### src/core/uart_pkg.sv
package uart_pkg;
  localparam logic [2:0] ADDR_DATA = 3'h0;  // Data or divisor low
  localparam logic [2:0] ADDR_IER = 3'h1;  // Enables or divisor high
  localparam logic [2:0] ADDR_IIR = 3'h2;  // Ident on read, FIFO control on write
  localparam logic [2:0] ADDR_LCR = 3'h3;
  localparam logic [2:0] ADDR_MCR = 3'h4;
  localparam logic [2:0] ADDR_LSR = 3'h5;
  localparam logic [2:0] ADDR_MSR = 3'h6;
  localparam logic [2:0] ADDR_SCR = 3'h7;
  localparam int DIVISOR_ACCESS_BIT_BIT = 7;
  localparam int LOOP_BIT = 4;
  localparam int ENH_BIT = 5;  // Enhanced transmit trigger enable
  localparam logic [3:0] IIR_NONE = 4'h1;
  localparam logic [3:0] IIR_LINE = 4'h6;
  localparam logic [3:0] IIR_RXDATA = 4'h4;
  localparam logic [3:0] IIR_TIMEOUT = 4'hC;
  localparam logic [3:0] IIR_TX_HOLDING_EMPTY_FLAG = 4'h2;
  localparam logic [3:0] IIR_MODEM = 4'h0;
  localparam int FIFO_DEPTH = 16;
  localparam logic [4:0] RX_TRIG [4] = '{5'h01, 5'h04, 5'h08, 5'h0E};
  localparam logic [4:0] TX_TRIG_BASE = 5'h01;
  localparam logic [4:0] TX_TRIG_ENH = 5'h08;
  localparam logic [7:0] TICKS_PER_BIT = 8'h10;
  localparam logic [9:0] TIMEOUT_TICKS = 10'h040;  // Four characters at 16 ticks per bit
  localparam logic [15:0] DIV_RESET = 16'h0000;
  localparam logic [7:0] BYTE_RESET = 8'h00;
  typedef struct packed {
    logic brk;
    logic frame;
    logic parity;
    logic [7:0] data;
  } rx_char_type;
  typedef struct packed {
    logic dcd;
    logic ri;
    logic dsr;
    logic cts;
  } modem_type;
endpackage : uart_pkg

### src/core/uart_serial_ctrl.sv
`timescale 1ns/1ps

// Plain FIFO; DEPTH must be a power of two
module fifo_buf #(
  parameter int WIDTH = 8,
  parameter int DEPTH = 16
) (
  input wire logic clk,
  input wire logic rst_n,
  input wire logic flush,
  input wire logic [WIDTH-1:0] in_data,
  input wire logic in_valid,
  output logic in_ready,
  output logic [WIDTH-1:0] out_data,
  output logic out_valid,
  input wire logic out_ready,
  output logic [$clog2(DEPTH):0] count
);
  localparam int AW = $clog2(DEPTH);
  logic [WIDTH-1:0] mem [DEPTH];  // Storage, no reset needed
  logic [AW-1:0] wp_reg;
  logic [AW-1:0] rp_reg;
  logic [AW:0] cnt_reg;
  logic push;
  logic pop;
  assign in_ready = cnt_reg < (AW+1)'(DEPTH);
  assign out_valid = cnt_reg != '0;
  assign out_data = mem[rp_reg];
  assign count = cnt_reg;
  assign push = in_valid && in_ready;
  assign pop = out_valid && out_ready;
  // Storage write
  always_ff @(posedge clk)
  begin
    if (push)
      mem[wp_reg] <= in_data;
  end
  // Pointers and fill; flush wins over traffic
  always_ff @(posedge clk or negedge rst_n)
  begin
    if (!rst_n)
    begin
      wp_reg <= '0;
      rp_reg <= '0;
      cnt_reg <= '0;
    end
    else if (flush)
    begin
      wp_reg <= '0;
      rp_reg <= '0;
      cnt_reg <= '0;
    end
    else
    begin
      wp_reg <= wp_reg + AW'(push);
      rp_reg <= rp_reg + AW'(pop);
      cnt_reg <= cnt_reg + (AW+1)'(push) - (AW+1)'(pop);
    end
  end
endmodule : fifo_buf

module uart_serial_ctrl (
  input wire logic clk,
  input wire logic rst_n,
  input wire logic cs,
  input wire logic rd,
  input wire logic wr,
  input wire logic [2:0] addr,
  input wire logic [7:0] wdata,
  output logic [7:0] rdata,
  output logic rdata_oe_n,
  output logic intr,
  output logic baud_out,
  input wire uart_pkg::rx_char_type rx_char,
  input wire logic rx_char_valid,
  output logic rx_char_ready,
  output logic [7:0] tx_char,
  output logic tx_char_valid,
  input wire logic tx_char_ready,
  input wire logic tx_shift_busy,
  input wire logic rclk,
  input wire logic cts_n,
  input wire logic dsr_n,
  input wire logic ri_n,
  input wire logic dcd_n,
  output logic dtr_n,
  output logic rts_n,
  output logic aux_output_one_n,
  output logic aux_output_two_n
);
  import uart_pkg::*;
  logic [7:0] lcr_reg, ier_reg, mcr_reg, scratch_storage_reg;
  logic [15:0] div_reg, div_next;  // Divisor latch pair
  logic [15:0] baud_cnt_reg;
  logic fifo_en_reg;
  logic [1:0] trig_sel_reg;
  logic [4:0] sync1_reg, sync2_reg;  // {rclk, dcd, ri, dsr, cts}
  logic rclk_d_reg;
  modem_type mdm_now, mdm_prev_reg;
  logic [3:0] delta_reg;  // {dcd, ring, dsr, cts} change flags
  logic [3:0] lsr_err_reg;  // {break, frame, parity, overrun}
  logic [4:0] err_cnt_reg;  // Error characters held in receive FIFO
  logic [9:0] to_cnt_reg;
  logic timeout_reg;
  logic tx_holding_empty_flag_irq_reg, tx_holding_empty_flag_prev_reg, two_seen_reg, fen_chg_reg;
  logic [7:0] dly_cnt_reg;
  logic dly_run_reg;
  logic wr_s, rd_s, divisor_access_bit, loop;
  logic wr_dll, wr_dlm, wr_thr, rd_rbr, rd_iir, rd_lsr, rd_msr;
  logic baud_tick, rclk_tick;
  logic rx_push, rx_pop, rx_in_ready, tx_in_ready, tx_out_valid, tx_pop;
  rx_char_type rx_head;
  logic [4:0] rx_cnt, tx_cnt, rx_cnt_next;
  logic [7:0] tx_head;
  logic rx_avail, tx_holding_empty_flag_cond, temt;
  logic line_int, rxd_int, to_int, tx_holding_empty_flag_int, mdm_int;
  logic [3:0] iir_id;
  logic [7:0] lsr_val, rd_mux;

  // Character length in bits: start, data, parity, stops
  function automatic logic [3:0] char_bits(input logic [7:0] lcr);
    return 4'h7 + {2'b00, lcr[1:0]} + {3'b000, lcr[3]} + {3'b000, lcr[2]};
  endfunction : char_bits

  // Host strobes, all synchronous single-cycle pulses
  assign wr_s = cs && wr;
  assign rd_s = cs && rd;
  assign divisor_access_bit = lcr_reg[DIVISOR_ACCESS_BIT_BIT];
  assign loop = mcr_reg[LOOP_BIT];
  assign wr_dll = wr_s && addr == ADDR_DATA && divisor_access_bit;
  assign wr_dlm = wr_s && addr == ADDR_IER && divisor_access_bit;
  assign wr_thr = wr_s && addr == ADDR_DATA && !divisor_access_bit;
  assign rd_rbr = rd_s && addr == ADDR_DATA && !divisor_access_bit;
  assign rd_iir = rd_s && addr == ADDR_IIR;
  assign rd_lsr = rd_s && addr == ADDR_LSR;
  assign rd_msr = rd_s && addr == ADDR_MSR;
  assign div_next = {wr_dlm ? wdata : div_reg[15:8], wr_dll ? wdata : div_reg[7:0]};

  // Control registers written by the host
  always_ff @(posedge clk or negedge rst_n)
  begin
    if (!rst_n)
    begin
      lcr_reg <= BYTE_RESET;
      ier_reg <= BYTE_RESET;
      mcr_reg <= BYTE_RESET;
      scratch_storage_reg <= BYTE_RESET;
      div_reg <= DIV_RESET;
      fifo_en_reg <= 1'b0;
      trig_sel_reg <= 2'b00;
      fen_chg_reg <= 1'b0;
    end
    else
    begin
      div_reg <= div_next;
      fen_chg_reg <= wr_s && addr == ADDR_IIR && wdata[0] != fifo_en_reg;
      if (wr_s)
      begin
        unique case (addr)
          ADDR_IER: if (!divisor_access_bit) ier_reg <= wdata;
          ADDR_IIR:
          begin
            fifo_en_reg <= wdata[0];
            trig_sel_reg <= wdata[7:6];
          end
          ADDR_LCR: lcr_reg <= wdata;
          ADDR_MCR: mcr_reg <= {3'b000, wdata[4:0]};
          ADDR_SCR: scratch_storage_reg <= wdata;
          default: ;  // Data, line and modem status take no store
        endcase
      end
    end
  end

  // Baud divider; a divisor write restarts the count at once
  always_ff @(posedge clk or negedge rst_n)
  begin
    if (!rst_n)
      baud_cnt_reg <= DIV_RESET;
    else if (wr_dll || wr_dlm)
      baud_cnt_reg <= div_next;
    else if (baud_cnt_reg <= 16'h0001)
      baud_cnt_reg <= div_reg;
    else
      baud_cnt_reg <= baud_cnt_reg - 16'h0001;
  end
  assign baud_tick = baud_cnt_reg == 16'h0001;

  // Pin synchronisers, then edge and level use on the second stage only
  always_ff @(posedge clk or negedge rst_n)
  begin
    if (!rst_n)
    begin
      sync1_reg <= 5'h0F;
      sync2_reg <= 5'h0F;
      rclk_d_reg <= 1'b0;
    end
    else
    begin
      sync1_reg <= {rclk, dcd_n, ri_n, dsr_n, cts_n};
      sync2_reg <= sync1_reg;
      rclk_d_reg <= sync2_reg[4];
    end
  end
  assign rclk_tick = sync2_reg[4] && !rclk_d_reg;

  // Loopback feeds the control bits back as handshake inputs
  always_comb
  begin
    if (loop)
      mdm_now = '{dcd: mcr_reg[3], ri: mcr_reg[2], dsr: mcr_reg[0], cts: mcr_reg[1]};
    else
      mdm_now = modem_type'(~sync2_reg[3:0]);
  end

  // Change flags; a new change wins over the clearing read
  always_ff @(posedge clk or negedge rst_n)
  begin
    if (!rst_n)
    begin
      mdm_prev_reg <= '0;
      delta_reg <= 4'h0;
    end
    else
    begin
      mdm_prev_reg <= mdm_now;
      delta_reg <= (rd_msr ? 4'h0 : delta_reg)
        | {mdm_now.dcd ^ mdm_prev_reg.dcd,
           mdm_prev_reg.ri && !mdm_now.ri,
           mdm_now.dsr ^ mdm_prev_reg.dsr,
           mdm_now.cts ^ mdm_prev_reg.cts};
    end
  end

  // Receive path, ready taken from the next fill count so it can be a flop
  assign rx_push = rx_char_valid && rx_char_ready && rx_in_ready;
  assign rx_pop = rd_rbr && rx_cnt != 5'h00;
  assign rx_cnt_next = rx_cnt + 5'(rx_push) - 5'(rx_pop);
  fifo_buf #(.WIDTH($bits(rx_char_type)), .DEPTH(FIFO_DEPTH)) rx_fifo (
    .clk(clk),
    .rst_n(rst_n),
    .flush(1'b0),
    .in_data(rx_char),
    .in_valid(rx_char_valid && rx_char_ready),
    .in_ready(rx_in_ready),
    .out_data(rx_head),
    .out_valid(),
    .out_ready(rx_pop),
    .count(rx_cnt)
  );

  // Error flags and count of error characters still held
  always_ff @(posedge clk or negedge rst_n)
  begin
    if (!rst_n)
    begin
      rx_char_ready <= 1'b0;
      lsr_err_reg <= 4'h0;
      err_cnt_reg <= 5'h00;
    end
    else
    begin
      rx_char_ready <= rx_cnt_next < 5'(FIFO_DEPTH);
      lsr_err_reg <= (rd_lsr ? 4'h0 : lsr_err_reg)
        | {rx_push && rx_char.brk, rx_push && rx_char.frame,
           rx_push && rx_char.parity, rx_char_valid && !rx_char_ready};
      err_cnt_reg <= err_cnt_reg
        + 5'(rx_push && (rx_char.brk || rx_char.frame || rx_char.parity))
        - 5'(rx_pop && (rx_head.brk || rx_head.frame || rx_head.parity));
    end
  end

  // Timeout timer in receive clock ticks; any traffic restarts it
  always_ff @(posedge clk or negedge rst_n)
  begin
    if (!rst_n)
    begin
      to_cnt_reg <= 10'h000;
      timeout_reg <= 1'b0;
    end
    else if (rx_push || rx_pop || rx_cnt == 5'h00 || !fifo_en_reg)
    begin
      to_cnt_reg <= 10'h000;
      timeout_reg <= 1'b0;
    end
    else if (to_cnt_reg == 10'(char_bits(lcr_reg) * TIMEOUT_TICKS))
      timeout_reg <= 1'b1;
    else
      to_cnt_reg <= to_cnt_reg + 10'(rclk_tick);
  end

  // Transmit path with a registered output stage
  fifo_buf #(.WIDTH(8), .DEPTH(FIFO_DEPTH)) tx_fifo (
    .clk(clk),
    .rst_n(rst_n),
    .flush(1'b0),
    .in_data(wdata),
    .in_valid(wr_thr),
    .in_ready(tx_in_ready),
    .out_data(tx_head),
    .out_valid(tx_out_valid),
    .out_ready(tx_pop),
    .count(tx_cnt)
  );
  assign tx_pop = tx_out_valid && (!tx_char_valid || tx_char_ready);

  // Output stage towards the transmit shifter
  always_ff @(posedge clk or negedge rst_n)
  begin
    if (!rst_n)
    begin
      tx_char_valid <= 1'b0;
      tx_char <= BYTE_RESET;
    end
    else if (tx_pop)
    begin
      tx_char_valid <= 1'b1;
      tx_char <= tx_head;
    end
    else if (tx_char_ready)
      tx_char_valid <= 1'b0;
  end

  // Transmit trigger and empty conditions, and the receive trigger level
  assign tx_holding_empty_flag_cond = tx_cnt < (ier_reg[ENH_BIT] ? TX_TRIG_ENH : TX_TRIG_BASE);
  assign temt = tx_cnt == 5'h00 && !tx_char_valid && !tx_shift_busy;
  assign rx_avail = rx_cnt >= (fifo_en_reg ? RX_TRIG[trig_sel_reg] : 5'h01);

  // Transmit interrupt with optional one-character hold-off
  always_ff @(posedge clk or negedge rst_n)
  begin
    if (!rst_n)
    begin
      tx_holding_empty_flag_irq_reg <= 1'b0;
      tx_holding_empty_flag_prev_reg <= 1'b1;
      two_seen_reg <= 1'b0;
      dly_run_reg <= 1'b0;
      dly_cnt_reg <= 8'h00;
    end
    else
    begin
      tx_holding_empty_flag_prev_reg <= tx_holding_empty_flag_cond;
      if (tx_holding_empty_flag_cond && !tx_holding_empty_flag_prev_reg)
        two_seen_reg <= 1'b0;
      else if (tx_cnt >= 5'h02)
        two_seen_reg <= 1'b1;
      if (fen_chg_reg)
      begin
        tx_holding_empty_flag_irq_reg <= tx_holding_empty_flag_cond;
        dly_run_reg <= 1'b0;
      end
      else if (tx_holding_empty_flag_cond && !tx_holding_empty_flag_prev_reg && !two_seen_reg && fifo_en_reg)
      begin
        dly_run_reg <= 1'b1;
        dly_cnt_reg <= 8'((char_bits(lcr_reg) - 4'h1) * TICKS_PER_BIT);
      end
      else if (tx_holding_empty_flag_cond && !tx_holding_empty_flag_prev_reg)
        tx_holding_empty_flag_irq_reg <= 1'b1;
      else if (dly_run_reg && dly_cnt_reg == 8'h00)
      begin
        dly_run_reg <= 1'b0;
        tx_holding_empty_flag_irq_reg <= tx_holding_empty_flag_cond;
      end
      else if (!tx_holding_empty_flag_cond || (rd_iir && iir_id == IIR_TX_HOLDING_EMPTY_FLAG))
        tx_holding_empty_flag_irq_reg <= 1'b0;
      if (dly_run_reg && dly_cnt_reg != 8'h00)
        dly_cnt_reg <= dly_cnt_reg - 8'(baud_tick);
    end
  end

  // Source priority; cleared enables leave that direction polled
  assign line_int = ier_reg[2] && lsr_err_reg != 4'h0;
  assign rxd_int = ier_reg[0] && rx_avail;
  assign to_int = ier_reg[0] && timeout_reg;
  assign tx_holding_empty_flag_int = ier_reg[1] && tx_holding_empty_flag_irq_reg;
  assign mdm_int = ier_reg[3] && delta_reg != 4'h0;
  always_comb
  begin
    if (line_int)
      iir_id = IIR_LINE;
    else if (rxd_int)
      iir_id = IIR_RXDATA;
    else if (to_int)
      iir_id = IIR_TIMEOUT;
    else if (tx_holding_empty_flag_int)
      iir_id = IIR_TX_HOLDING_EMPTY_FLAG;
    else if (mdm_int)
      iir_id = IIR_MODEM;
    else
      iir_id = IIR_NONE;
  end

  // Line status as seen by a polling host
  assign lsr_val = {fifo_en_reg && err_cnt_reg != 5'h00, temt, tx_holding_empty_flag_cond,
                    lsr_err_reg, rx_cnt != 5'h00};

  // Read selection
  always_comb
  begin
    unique case (addr)
      ADDR_DATA: rd_mux = divisor_access_bit ? div_reg[7:0] : rx_head.data;
      ADDR_IER: rd_mux = divisor_access_bit ? div_reg[15:8] : ier_reg;
      ADDR_IIR: rd_mux = {{2{fifo_en_reg}}, 2'b00, iir_id};
      ADDR_LCR: rd_mux = lcr_reg;
      ADDR_MCR: rd_mux = mcr_reg;
      ADDR_LSR: rd_mux = lsr_val;
      ADDR_MSR: rd_mux = {mdm_now, delta_reg};
      ADDR_SCR: rd_mux = scratch_storage_reg;
    endcase
  end

  // Registered pin side: read data, interrupt, modem outputs
  always_ff @(posedge clk or negedge rst_n)
  begin
    if (!rst_n)
    begin
      rdata <= BYTE_RESET;
      rdata_oe_n <= 1'b1;
      intr <= 1'b0;
      baud_out <= 1'b0;
      {aux_output_two_n, aux_output_one_n, rts_n, dtr_n} <= 4'hF;
    end
    else
    begin
      if (rd_s)
        rdata <= rd_mux;
      rdata_oe_n <= !rd_s;
      intr <= iir_id != IIR_NONE;
      baud_out <= baud_tick;
      {aux_output_two_n, aux_output_one_n, rts_n, dtr_n} <= loop ? 4'hF : ~mcr_reg[3:0];
    end
  end
endmodule : uart_serial_ctrl

### config.mk
export PLATFORM = sky130hd
export DESIGN_NAME = uart_serial_ctrl
export DESIGN_NICKNAME = d
export VERILOG_FILES = /design/src/core/uart_pkg.sv /design/src/core/uart_serial_ctrl.sv
export SDC_FILE = /design/constraint.sdc
export NUM_CORES = 1
export LEC_CHECK = 0
export BUFFER_PORTS_ARGS = -buffer_cell sky130_fd_sc_hd__buf_2
export CAP_MARGIN = 30
export CORE_ASPECT_RATIO = 2
export CORE_UTILIZATION = 30
export CTS_CLUSTER_DIAMETER = 120
export DETAILED_ROUTE_END_ITERATION = 8
export GPL_TIMING_DRIVEN = 0
export MAX_ROUTING_LAYER = met4
export PLACE_DENSITY = 0.44
export SYNTH_ARGS = -nofsm -noshare
export SYNTH_HDL_FRONTEND = slang
export SYNTH_SLANG_ARGS = --single-unit
### constraint.sdc
create_clock -name clk -period 4.4 [get_ports clk]
set_input_delay 1.1 -clock clk [delete_from_list [all_inputs] [get_ports clk]]
set_output_delay 1.1 -clock clk [all_outputs]
set_load 0.02 [all_outputs]
# After elaboration in Yosys (flattened, before gate mapping)
# Memories as Yosys holds them, arrays and structs flattened. A register that Yosys moved wholly into a read port is not among the register bits.
# Cells that the tools add are included.
word_totals:
  inputBits: 35
  ram_bits: 304
  memories: 2
  latchBits: 0
  mem_bits_ro: 0
  output_inout_bits: 25
  word_cells: 229
  register_bits: 159
classes:
  reduce_logical: 89
  shift: 0
  n_bitwise: 9
  addsub: 18
  n_mul: 0
  magnitude_cmp: 8
  n_mux: 45
  eq_ne: 16
  div: 0
mem_list:
  columns: ["name", "depth", "width", "rd", "rd_ports_with_merged_regs", "write_ports", "line", "text"]
  rows:
  - ["rx_fifo.mem", 16, 11, 1, 0, 1, "uart_serial_ctrl.sv:20", "logic [WIDTH-1:0] mem [DEPTH];"]
  - ["tx_fifo.mem", 16, 8, 1, 1, 1, "uart_serial_ctrl.sv:20", null]
ops:
  columns: ["cell", "n"]
  rows:
  - ["one-hot mux 8 bit (8 select lines)", 1]
  - ["two-way mux 8 bit", 7]
  - ["logical AND 1 bit", 43]
  - ["two-way mux 16 bit", 2]
  - ["two-way mux 4 bit", 8]
  - ["adder 4 x 1 -> 4 bit", 6]
  - ["two-way mux 1 bit", 20]
  - ["two-way mux 10 bit", 2]
  - ["subtractor 5 x 1 -> 5 bit", 4]
  - ["equality test 16 x 1 -> 1 bit, second input constant", 1]
  - ["less-or-equal comparator 16 x 1 -> 1 bit, second input constant", 1]
  - ["subtractor 16 x 1 -> 16 bit, second input constant", 1]
  - ["adder 5 x 1 -> 5 bit", 3]
  - ["< comparator 5 bit, second input constant", 3]
  - ["two-way mux 5 bit", 3]
  - ["nonzero test 5 bit", 3]
  - ["AND reduction 2 bit", 7]
  - ["equality test 3 bit, second input constant", 4]
  - ["zero test 1 bit", 12]
  - ["nonzero test 4 bit", 3]
  - ["adder 10 x 1 -> 10 bit", 1]
  - ["binary-select mux 5 bit (select 2 bit)", 1]
  - ["equality test 10 bit", 1]
  - ["zero test 5 bit", 2]
  - ["other kinds (28)", 46]

# Longest topological paths before layout
# Gate-level depths: netlist of run 1.
logic_depth:
  ltp_word: 17
  mapped_depth: 18
  depth_no_buf: 15

# By module
# Synthesis of run 1 repeated with hierarchy kept, for this count alone.
unflattened:
  hier_cells: 1337
  hier_area_um2: 20452.1
by_module_without_submodules:
  columns: ["mod", "area_each_um2", "seq_area_each_um2", "instances", "cells_per_inst"]
  rows:
  - ["fifo_buf (rx_fifo)", 7480.9, 5610.4, 1, 362]
  - ["uart_serial_ctrl", 7278.2, 3545.9, 1, 685]
  - ["fifo_buf (tx_fifo)", 5693.0, 4169.0, 1, 290]

# Worst setup path after synthesis of run 1
# No wires, ideal clock.
synth_path:
  kind: "input to register"
  startpoint: "input port addr[0]"
  endpoint: "register err_cnt_reg[4]"
  stages: 15
  n_path_buf: 1
  required_time_ns: 4.275
  setup_ns: 0.125
  slack_ns: 0.666
  t_arrival_ns: 3.609
  cell_sequence: "clkbuf_1 nor4_1 nand2_1 nor2_1 a21boi_0 ha_1 inv_1 ha_1 inv_1 fa_1 inv_1 a21oi_1 nor2_1 nor2_1 xnor2_1"
synth_between:
  elab_chain_len: 6
synth_lines:
  columns: ["element", "line", "text"]
  rows:
  - ["start, declared", "uart_serial_ctrl.sv:68", "input wire logic [2:0] addr,"]
  - ["zero test 3 bit", "uart_serial_ctrl.sv:133", "assign rd_rbr = rd_s && addr == ADDR_DATA && !divisor_access_bit;"]
  - ["logical AND 1 bit (2 in a row)", "uart_serial_ctrl.sv:133", null]
  - ["logical AND 1 bit", "uart_serial_ctrl.sv:237", "assign rx_pop = rd_rbr && rx_cnt != 5'h00;"]
  - ["logical AND 1 bit", "uart_serial_ctrl.sv:269", "- 5'(rx_pop && (rx_head.brk || rx_head.frame || rx_head.parity));"]
  - ["subtractor 5 x 1 -> 5 bit", "uart_serial_ctrl.sv:269", null]
  - ["end signal, assigned", "uart_serial_ctrl.sv:267", "err_cnt_reg <= err_cnt_reg"]
  - ["end, declared", "uart_serial_ctrl.sv:102", "logic [4:0] err_cnt_reg;"]
# Every way passes these cells.
# A chain may end at the register's enable or synchronous reset.

# Worst setup path after layout of run 1
# Ends and elaborated chain as after synthesis.

==> results of run 1 <==
power by group:
part	internal, µW	switching, µW	total (µW)
Clock	2150	1770	3920
Sequential	5290	432	5720
Combinational	1730	2070	3800
synth_stat cells (7+ instances only):
master / n / area share [%]
sky130_fd_sc_hd__edfxtp_1: 304 / 46
sky130_fd_sc_hd__dfrtp_1: 153 / 19
sky130_fd_sc_hd__mux4_2: 79 / 8.9
sky130_fd_sc_hd__nor2_1: 78 / 1.5
sky130_fd_sc_hd__mux2_2: 73 / 4.1
sky130_fd_sc_hd__nand2_1: 62 / 1.2
sky130_fd_sc_hd__inv_1: 46 / 0.86
sky130_fd_sc_hd__ha_1: 43 / 2.7
sky130_fd_sc_hd__clkbuf_1: 35 / 0.66
sky130_fd_sc_hd__o21ai_0: 31 / 0.78
sky130_fd_sc_hd__xnor2_1: 28 / 1.2
sky130_fd_sc_hd__nor3_1: 24 / 0.60
sky130_fd_sc_hd__xor2_1: 23 / 1.0
sky130_fd_sc_hd__nand3_1: 22 / 0.55
sky130_fd_sc_hd__nor4_1: 18 / 0.56
sky130_fd_sc_hd__a21oi_1: 17 / 0.43
sky130_fd_sc_hd__dfstp_2: 14 / 1.8
sky130_fd_sc_hd__mux2_4: 14 / 1.1
sky130_fd_sc_hd__mux2i_1: 14 / 0.70
sky130_fd_sc_hd__nand2b_1: 14 / 0.44
sky130_fd_sc_hd__nor2b_1: 12 / 0.38
sky130_fd_sc_hd__buf_2: 10 / 0.25
sky130_fd_sc_hd__or4_1: 9 / 0.34
sky130_fd_sc_hd__a211oi_1: 8 / 0.30
sky130_fd_sc_hd__and2_1: 8 / 0.25
sky130_fd_sc_hd__o31ai_1: 7 / 0.26
routing by layer:
metal | track usage [%] | vias up
li1 | - | 5035
met1 | 15.49 | 5768
met2 | 33.64 | 189
met3 | 2.310 | 93
met4 | 6.580 | 0
met5 | - | -
kinds of logic (layout without fill, tap and decap cells):
group / after synthesis / after routing
other: 0 / 4
muxes: 180 / 180
AOI/OAI and AO/OA: 117 / 117
DFF: 471 / 471
buffers and inverters: 96 / 259
xor gates and xnor gates: 51 / 51
adders and majority gates: 46 / 46
and+or+nand+nor: 289 / 289
final cells by class:
| type | instances | area, µm² | area share [%] |
|---|---|---|---|
| Antenna cell | 4 | 10.01 | 0.04328 |
| Clock buffer | 54 | 1202 | 5.199 |
| Tap cell | 877 | 1097 | 4.745 |
| Sequential cell | 471 | 13330 | 57.62 |
| Clock inverter | 31 | 257.7 | 1.114 |
| Buffer | 48 | 203.9 | 0.8818 |
| Timing Repair Buffer | 79 | 493.0 | 2.132 |
| Multi-Input combinational cell | 683 | 6361 | 27.50 |
| Inverter | 47 | 176.4 | 0.7628 |
worst paths after layout:
path,slack (ns),to,cells past startpoint,start
max,0.22,err_cnt_reg[4],17,addr[0]
min in group asynchronous,0.43,baud_out,1,rst_n
max in group asynchronous,2.94,baud_cnt_reg[5],2,rst_n
max reg2reg,0.50,err_cnt_reg[4],16,lcr_reg[7]
min,0.35,sync2_reg[4],0,sync1_reg[4]
min reg2reg,0.35,sync2_reg[4],0,sync1_reg[4]
metrics by stage:
step	setup slack (ns)	std cells	hold slack, ns
after detailed placement	-0.3941	2206	0.3403
after floorplan	0.6658	1250	0.3312
after global placement	-0.8129	2186	0.3336
final	0.2244	2294	0.3497
after CTS	0.1450	2291	0.3540
after global routing	0.004752	2294	0.3612
what timing repair did:
action,in CTS,in global routing
gates resized for setup,2,1
cloned,0,0
setup endpoints to repair,1,1
buffers inserted,0,0
==> impl_metrics.prom, run 1 <==
# TYPE chip_impl_metric gauge
chip_impl_info{name="critical_path.slowest_cell",value="sky130_fd_sc_hd__nor4_1"} 1
chip_impl_metric{name="grt_antenna_before_repair",unit=""} 4
chip_impl_metric{name="area_growth",unit="%"} 15.55
chip_impl_metric{name="path_max_fanout",unit=""} 10
chip_impl_metric{name="later_pin_clock_latency_in_the_skew_report",unit="ns"} 0.59
chip_impl_metric{name="fin_crit",unit="ns"} 4.176
chip_impl_metric{name="htree_num_levels",unit=""} 2
chip_impl_metric{name="count_of_flip_flops_with_a_built_in_enable_after_synthesis",unit=""} 304
chip_impl_metric{name="dieArea",unit="µm²"} 67810
chip_impl_metric{name="syn_nets",unit=""} 1331
chip_impl_metric{name="wl_met2",unit="µm"} 32230
chip_impl_info{name="final_cell_mix",value="304 x sky130_fd_sc_hd__edfxtp_1, 153 x sky130_fd_sc_hd__dfrtp_1, 79 x sky130_fd_sc_hd__mux4_2, 73 x sky130_fd_sc_hd__buf_2, 73 x sky130_fd_sc_hd__mux2_2"} 1
chip_impl_metric{name="async_reset_ff_share",unit="%"} 35.46
chip_impl_metric{name="post-route-period-util",unit="%"} 94.90
chip_impl_metric{name="fraction_of_final_layout_cells_sized_beyond_drive_strength_1",unit="%"} 25.97
chip_impl_metric{name="detailed_place_hpwl",unit="µm"} 39600
chip_impl_metric{name="fin_nets",unit=""} 1457
chip_impl_metric{name="clock_buffers_created_by_tritoncts",unit=""} 46
chip_impl_metric{name="clock-skew-final",unit="ns"} 0.02276
chip_impl_metric{name="wl_per_cell",unit="µm"} 23.42
chip_impl_info{name="ctsRootBufferMaster",value="sky130_fd_sc_hd__clkbuf_16"} 1
chip_impl_metric{name="critical_path_arrival",unit="ns"} 4.64
chip_impl_metric{name="synth_xor_xnor_area_share",unit="%"} 2.232
chip_impl_metric{name="setup_viol",unit=""} 0
chip_impl_metric{name="vias",unit=""} 11085
chip_impl_metric{name="syn_area",unit="µm²"} 20010
chip_impl_metric{name="worst-slew-pin-transition",unit="ns"} 1.046
chip_impl_metric{name="gp_routability_congestion",unit=""} 0.8532
chip_impl_info{name="reg_with_most_ffs",value="rx_fifo.mem"} 1
chip_impl_metric{name="drtPass1Iterations",unit=""} 5
chip_impl_metric{name="nFillCells",unit=""} 6469
chip_impl_info{name="crit_type",value="primary input to flip-flop"} 1
chip_impl_info{name="holdCritPathClass",value="flip-flop to flip-flop"} 1
chip_impl_metric{name="vias_per_cell",unit=""} 4.832
chip_impl_info{name="routed.top_layer",value="met4"} 1
chip_impl_metric{name="complex_gate_fraction_of_the_synthesized_area",unit="%"} 4.057
chip_impl_metric{name="grt_pass1_wl",unit="µm"} 80010
chip_impl_info{name="tritoncts",value="yes"} 1
chip_impl_metric{name="avgSynthCellArea",unit="µm²"} 16.01
chip_impl_metric{name="synthCells",unit=""} 1250
chip_impl_info{name="start_kind",value="primary input"} 1
chip_impl_metric{name="start_util",unit="%"} 30.37
chip_impl_metric{name="worst_setup_hold_path_clk_slew",unit="ns"} 0.06
chip_impl_metric{name="placed_instance_area",unit="µm²"} 21660
chip_impl_metric{name="leak_pwr",unit="µW"} 0.008399
chip_impl_metric{name="synth.yosys.warnings",unit=""} 0
chip_impl_metric{name="drt-initial-drc-count",unit=""} 467
chip_impl_info{name="biggest_regs",value="rx_fifo.mem x176, tx_fifo.mem x128"} 1
chip_impl_metric{name="die_height",unit="µm"} 367.3
chip_impl_metric{name="final_core_util",unit="%"} 35.10
chip_impl_metric{name="max-vdd-ir-drop",unit="mV"} 0.3139
chip_impl_metric{name="placeableCoreArea",unit="µm²"} 65900
chip_impl_metric{name="grt_overflow_total",unit=""} 0
chip_impl_metric{name="synth_cell_types",unit=""} 71
chip_impl_metric{name="p_total",unit="µW"} 13440
chip_impl_metric{name="critPathMaxStageDelay",unit="ns"} 0.68
chip_impl_metric{name="drt.antenna.violating_nets",unit=""} 0
chip_impl_metric{name="met3RoutedLength",unit="µm"} 1689
chip_impl_metric{name="timing.critical_path.buf_inv",unit=""} 6
chip_impl_info{name="worst_path_dominant_cell_family",value="simple AND/OR/NAND/NOR gates"} 1
chip_impl_metric{name="crit_required",unit="ns"} 4.87
chip_impl_metric{name="pwr_density_cell",unit="nW/µm²"} 581.2
chip_impl_metric{name="fp.dieW",unit="µm"} 184.6
chip_impl_metric{name="holdBufCountCts",unit=""} 0
chip_impl_metric{name="via_count_of_the_first_global_routing_pass",unit=""} 12049
chip_impl_info{name="synth_top_family_by_area",value="multiplexers"} 1
chip_impl_metric{name="port_buffers",unit=""} 59
chip_impl_metric{name="largest_register_ff_count",unit=""} 176
chip_impl_metric{name="ys_ff_latch",unit=""} 471
chip_impl_metric{name="synth_area_in_adders",unit="%"} 2.988
chip_impl_metric{name="worst_slew_margin_rel",unit="%"} 29.36
chip_impl_metric{name="muxShareOfSynthArea",unit="%"} 14.75
chip_impl_metric{name="detail_route.drc_violations",unit=""} 0
chip_impl_metric{name="fmax",unit="MHz"} 239.5
chip_impl_info{name="setup.worst_path.end_class",value="flip-flop"} 1
chip_impl_metric{name="pin_count_of_the_biggest_net_entering_global_routing",unit=""} 106
chip_impl_metric{name="hold_viol_final",unit=""} 0
chip_impl_metric{name="fp-row-count",unit=""} 133
chip_impl_info{name="ys.flop_type",value="sky130_fd_sc_hd__edfxtp_1"} 1
chip_impl_info{name="mostFrequentLayoutCell",value="sky130_fd_sc_hd__edfxtp_1"} 1
chip_impl_metric{name="synth-seq-area-share",unit="%"} 66.58
chip_impl_metric{name="grt_use_total",unit="%"} 16.83
chip_impl_metric{name="boundaryPins",unit=""} 60
chip_impl_metric{name="maxCapViolCount",unit=""} 0
chip_impl_info{name="run_status",value="complete, no violations"} 1
chip_impl_metric{name="fin_setup_tns",unit="ns"} 0
chip_impl_metric{name="clock_path_buffers",unit=""} 3
chip_impl_metric{name="post_route_cell_area",unit="µm²"} 23130
chip_impl_metric{name="clock_sinks",unit=""} 471
chip_impl_metric{name="number_of_slew_limit_violations_in_the_final_report",unit=""} 0
chip_impl_metric{name="yosys.area_share.simple",unit="%"} 7.496
chip_impl_metric{name="totalWireLength",unit="µm"} 53720
chip_impl_info{name="cp_cell_sequence",value="buf_2 -> clkbuf_1 -> nor4_1 -> buf_2 -> nand2_1 -> nor2_1 -> a21boi_0 -> ha_1 -> inv_1 -> ha_1 -> inv_1 -> fa_1 -> inv_1 -> a21oi_1 -> nor2_1 -> nor2_1 -> xnor2_1"} 1
chip_impl_metric{name="routedLengthMet1",unit="µm"} 17730
chip_impl_info{name="rsz_0062_raised_after_global_routing",value="false"} 1
(Power assumes the default switching activity.)
==> run 2, diff against run 1 <==
- CORE_ASPECT_RATIO: 2 -> 1.2
- clock period: 4.4 -> 4.2 ns (I/O delays scaled with it)
==> run 2 against run 1 <==
Against the previous run:
- flip-flop and latch count did not move
- core utilization is 0.57 points higher
- sequential share of layout area down 0.88 points
- critical endpoint unchanged
- largest cell class unchanged
- largest power group unchanged
==> impl_metrics.prom, run 2 (synthesis gave the netlist of run 1 again) <==
# TYPE chip_impl_metric gauge
chip_impl_info{name="run_status",value="complete, no violations"} 1
chip_impl_metric{name="clock_buffers_created_by_tritoncts",unit=""} 53
chip_impl_metric{name="sequentialPowerShare",unit="%"} 41.1
chip_impl_info{name="tritoncts",value="yes"} 1
chip_impl_metric{name="post_route_cell_area",unit="µm²"} 23490
chip_impl_info{name="biggest_regs",value="rx_fifo.mem x176, tx_fifo.mem x128"} 1
chip_impl_metric{name="routedLengthMet1",unit="µm"} 20670
chip_impl_metric{name="drt-initial-drc-count",unit=""} 560
chip_impl_metric{name="wl_met2",unit="µm"} 26960
chip_impl_metric{name="grt_antenna_before_repair",unit=""} 4
chip_impl_metric{name="hold_viol_final",unit=""} 0
chip_impl_metric{name="fraction_of_final_layout_cells_sized_beyond_drive_strength_1",unit="%"} 26.73
chip_impl_metric{name="fin_nets",unit=""} 1465
chip_impl_metric{name="worst_setup_hold_path_clk_slew",unit="ns"} 0.06
chip_impl_metric{name="largest_register_ff_count",unit=""} 176
chip_impl_metric{name="final-seq-area",unit="µm²"} 13330
chip_impl_metric{name="pwr_density_cell",unit="nW/µm²"} 620.9
chip_impl_metric{name="clock_sinks",unit=""} 471
chip_impl_info{name="reg_with_most_ffs",value="rx_fifo.mem"} 1
chip_impl_metric{name="fp-row-count",unit=""} 103
chip_impl_metric{name="clock_path_buffers",unit=""} 3
chip_impl_metric{name="htree_num_levels",unit=""} 2
chip_impl_metric{name="detailed_place_hpwl",unit="µm"} 35040
chip_impl_metric{name="maxCapViolCount",unit=""} 0
chip_impl_metric{name="post-route-period-util",unit="%"} 91.73
chip_impl_info{name="setup.worst_path.end_class",value="flip-flop"} 1
chip_impl_metric{name="vias",unit=""} 11090
chip_impl_metric{name="power_switching",unit="µW"} 4437
chip_impl_metric{name="drtPass1Iterations",unit=""} 5
chip_impl_metric{name="pin_count_of_the_biggest_net_entering_global_routing",unit=""} 99
chip_impl_metric{name="worst-slew-pin-transition",unit="ns"} 1.009
chip_impl_metric{name="crit_required",unit="ns"} 4.68
chip_impl_metric{name="wl_per_cell",unit="µm"} 21.92
chip_impl_info{name="routed.top_layer",value="met4"} 1
chip_impl_metric{name="area_growth",unit="%"} 17.35
chip_impl_info{name="ctsRootBufferMaster",value="sky130_fd_sc_hd__clkbuf_16"} 1
chip_impl_metric{name="dieArea",unit="µm²"} 67750
chip_impl_metric{name="later_pin_clock_latency_in_the_skew_report",unit="ns"} 0.61
chip_impl_info{name="critical_path.slowest_cell",value="sky130_fd_sc_hd__fa_1"} 1
chip_impl_metric{name="fmax",unit="MHz"} 259.6
chip_impl_metric{name="via_count_of_the_first_global_routing_pass",unit=""} 11873
chip_impl_metric{name="grt_pass1_wl",unit="µm"} 77520
chip_impl_metric{name="pwr-share-clk",unit="%"} 32.3
chip_impl_metric{name="worst_slew_margin_rel",unit="%"} 32.21
chip_impl_metric{name="pwr-share-comb",unit="%"} 26.7
chip_impl_metric{name="vias_per_cell",unit=""} 4.770
chip_impl_metric{name="path_max_fanout",unit=""} 10
chip_impl_metric{name="leak_pwr",unit="µW"} 0.008580
chip_impl_info{name="holdCritPathClass",value="flip-flop to flip-flop"} 1
chip_impl_metric{name="detail_route.drc_violations",unit=""} 0
chip_impl_metric{name="totalWireLength",unit="µm"} 50960
chip_impl_metric{name="swShare",unit="%"} 30.43
chip_impl_metric{name="grt_use_total",unit="%"} 15.88
chip_impl_metric{name="boundaryPins",unit=""} 60
chip_impl_info{name="rsz_0062_raised_after_global_routing",value="false"} 1
chip_impl_info{name="cp_cell_sequence",value="buf_2 -> buf_4 -> buf_2 -> nor4_1 -> o32ai_1 -> nor2_1 -> a311o_1 -> a21boi_1 -> ha_1 -> inv_1 -> ha_1 -> inv_1 -> fa_1 -> inv_1 -> a21oi_1 -> nor2_1 -> nor2_1 -> xnor2_1"} 1
chip_impl_metric{name="fin_crit",unit="ns"} 3.853
chip_impl_metric{name="placed_instance_area",unit="µm²"} 21690
chip_impl_metric{name="number_of_slew_limit_violations_in_the_final_report",unit=""} 0
chip_impl_metric{name="placeableCoreArea",unit="µm²"} 65850
chip_impl_metric{name="internal_power",unit="µW"} 10140
chip_impl_metric{name="multi_input_area",unit="µm²"} 6362
chip_impl_metric{name="gp_routability_congestion",unit=""} 0.8316
chip_impl_metric{name="drt.antenna.violating_nets",unit=""} 0
chip_impl_info{name="final_cell_mix",value="304 x sky130_fd_sc_hd__edfxtp_1, 153 x sky130_fd_sc_hd__dfrtp_1, 79 x sky130_fd_sc_hd__mux4_2, 73 x sky130_fd_sc_hd__mux2_2, 72 x sky130_fd_sc_hd__buf_2"} 1
chip_impl_metric{name="fin_hold_ws",unit="ns"} 0.3532
chip_impl_metric{name="cts_post_setup_buffers_inserted",unit=""} 0
chip_impl_metric{name="clock-skew-final",unit="ns"} 0.02500
chip_impl_metric{name="met3RoutedLength",unit="µm"} 2167
chip_impl_info{name="mostFrequentLayoutCell",value="sky130_fd_sc_hd__edfxtp_1"} 1
chip_impl_metric{name="start_util",unit="%"} 30.39
chip_impl_info{name="start_kind",value="flip-flop"} 1
chip_impl_metric{name="setup_viol",unit=""} 0
chip_impl_metric{name="nFillCells",unit=""} 6318
chip_impl_info{name="crit_type",value="flip-flop to flip-flop"} 1
chip_impl_metric{name="fp.dieW",unit="µm"} 237.8
chip_impl_metric{name="max-vdd-ir-drop",unit="mV"} 0.3412
chip_impl_metric{name="grt_overflow_total",unit=""} 0
chip_impl_metric{name="port_buffers",unit=""} 59
chip_impl_metric{name="critPathMaxStageDelay",unit="ns"} 0.40
chip_impl_metric{name="critical_path_arrival",unit="ns"} 4.33
chip_impl_metric{name="die_height",unit="µm"} 284.9
run 2: path summary, 6_finish.rpt:
check	startpoint	end	slack, ns	cells past startpoint
max reg2reg	rx_fifo.rp_reg[0]	err_cnt_reg[4]	0.35	18
max	rx_fifo.rp_reg[0]	err_cnt_reg[4]	0.35	18
min	sync1_reg[2]	sync2_reg[2]	0.35	0
min reg2reg	sync1_reg[2]	sync2_reg[2]	0.35	0
max in group asynchronous	rst_n	mcr_reg[0]	2.77	2
min in group asynchronous	rst_n	tx_char[3]	0.38	1
run 2: layout make-up:
cell class | count | area share, %
Antenna cell | 4 | 0.04262
Buffer | 48 | 0.8790
Clock buffer | 77 | 6.547
Clock inverter | 23 | 1.028
Inverter | 47 | 0.7512
Multi-Input combinational cell | 683 | 27.09
Sequential cell | 471 | 56.74
Tap cell | 892 | 4.752
Timing Repair Buffer | 80 | 2.174
run 2: repair_timing:
action	in CTS	in global routing
endpoints found under the setup margin	2	1
hold buffers	0	0
resized for setup	3	3
run 2: routing by layer:
layer / global-route usage, % / vias up
met5: - / -
met4: 4.306 / 0
met3: 2.730 / 78
met2: 28.06 / 182
met1: 18.49 / 5758
li1: - / 5072
run 2: power groups by stage:
stage	registers, µW	clock network, µW	logic, µW
finish	5990	4700	3890
global route	6060	5010	4340
CTS	5990	4840	4000
detailed placement	6080	0	3980
global placement	6070	0	3900
floorplan	6020	0	2730
run 2: per-stage QoR:
step                std cells  setup TNS (ns)  util [%]  setup slack, ns  total power [µW]
floorplan                1250               0         -           0.5158              8752
global placement         2201         -152.31     32.53          -0.9868              9964
detailed placement       2221         -0.3494     32.93          -0.3009             10060
CTS                      2320               0     35.64          0.01529             14840
global route             2322               0     35.65          0.01276             15410
finish                   2325               0     35.66           0.3474             14580
run 2: critical path: cells and delay by family (launching register included):
| kind | cells | cell delay [ns] |
|---|---|---|
| buffers and inverters | 6 | 1.12 |
| AO/OA/AOI/OAI | 4 | 0.93 |
| adder cells (fa/ha/maj) | 3 | 0.82 |
| AND/OR/NAND/NOR | 4 | 0.36 |
| flip-flops | 1 | 0.34 |
| XOR/XNOR | 1 | 0.12 |
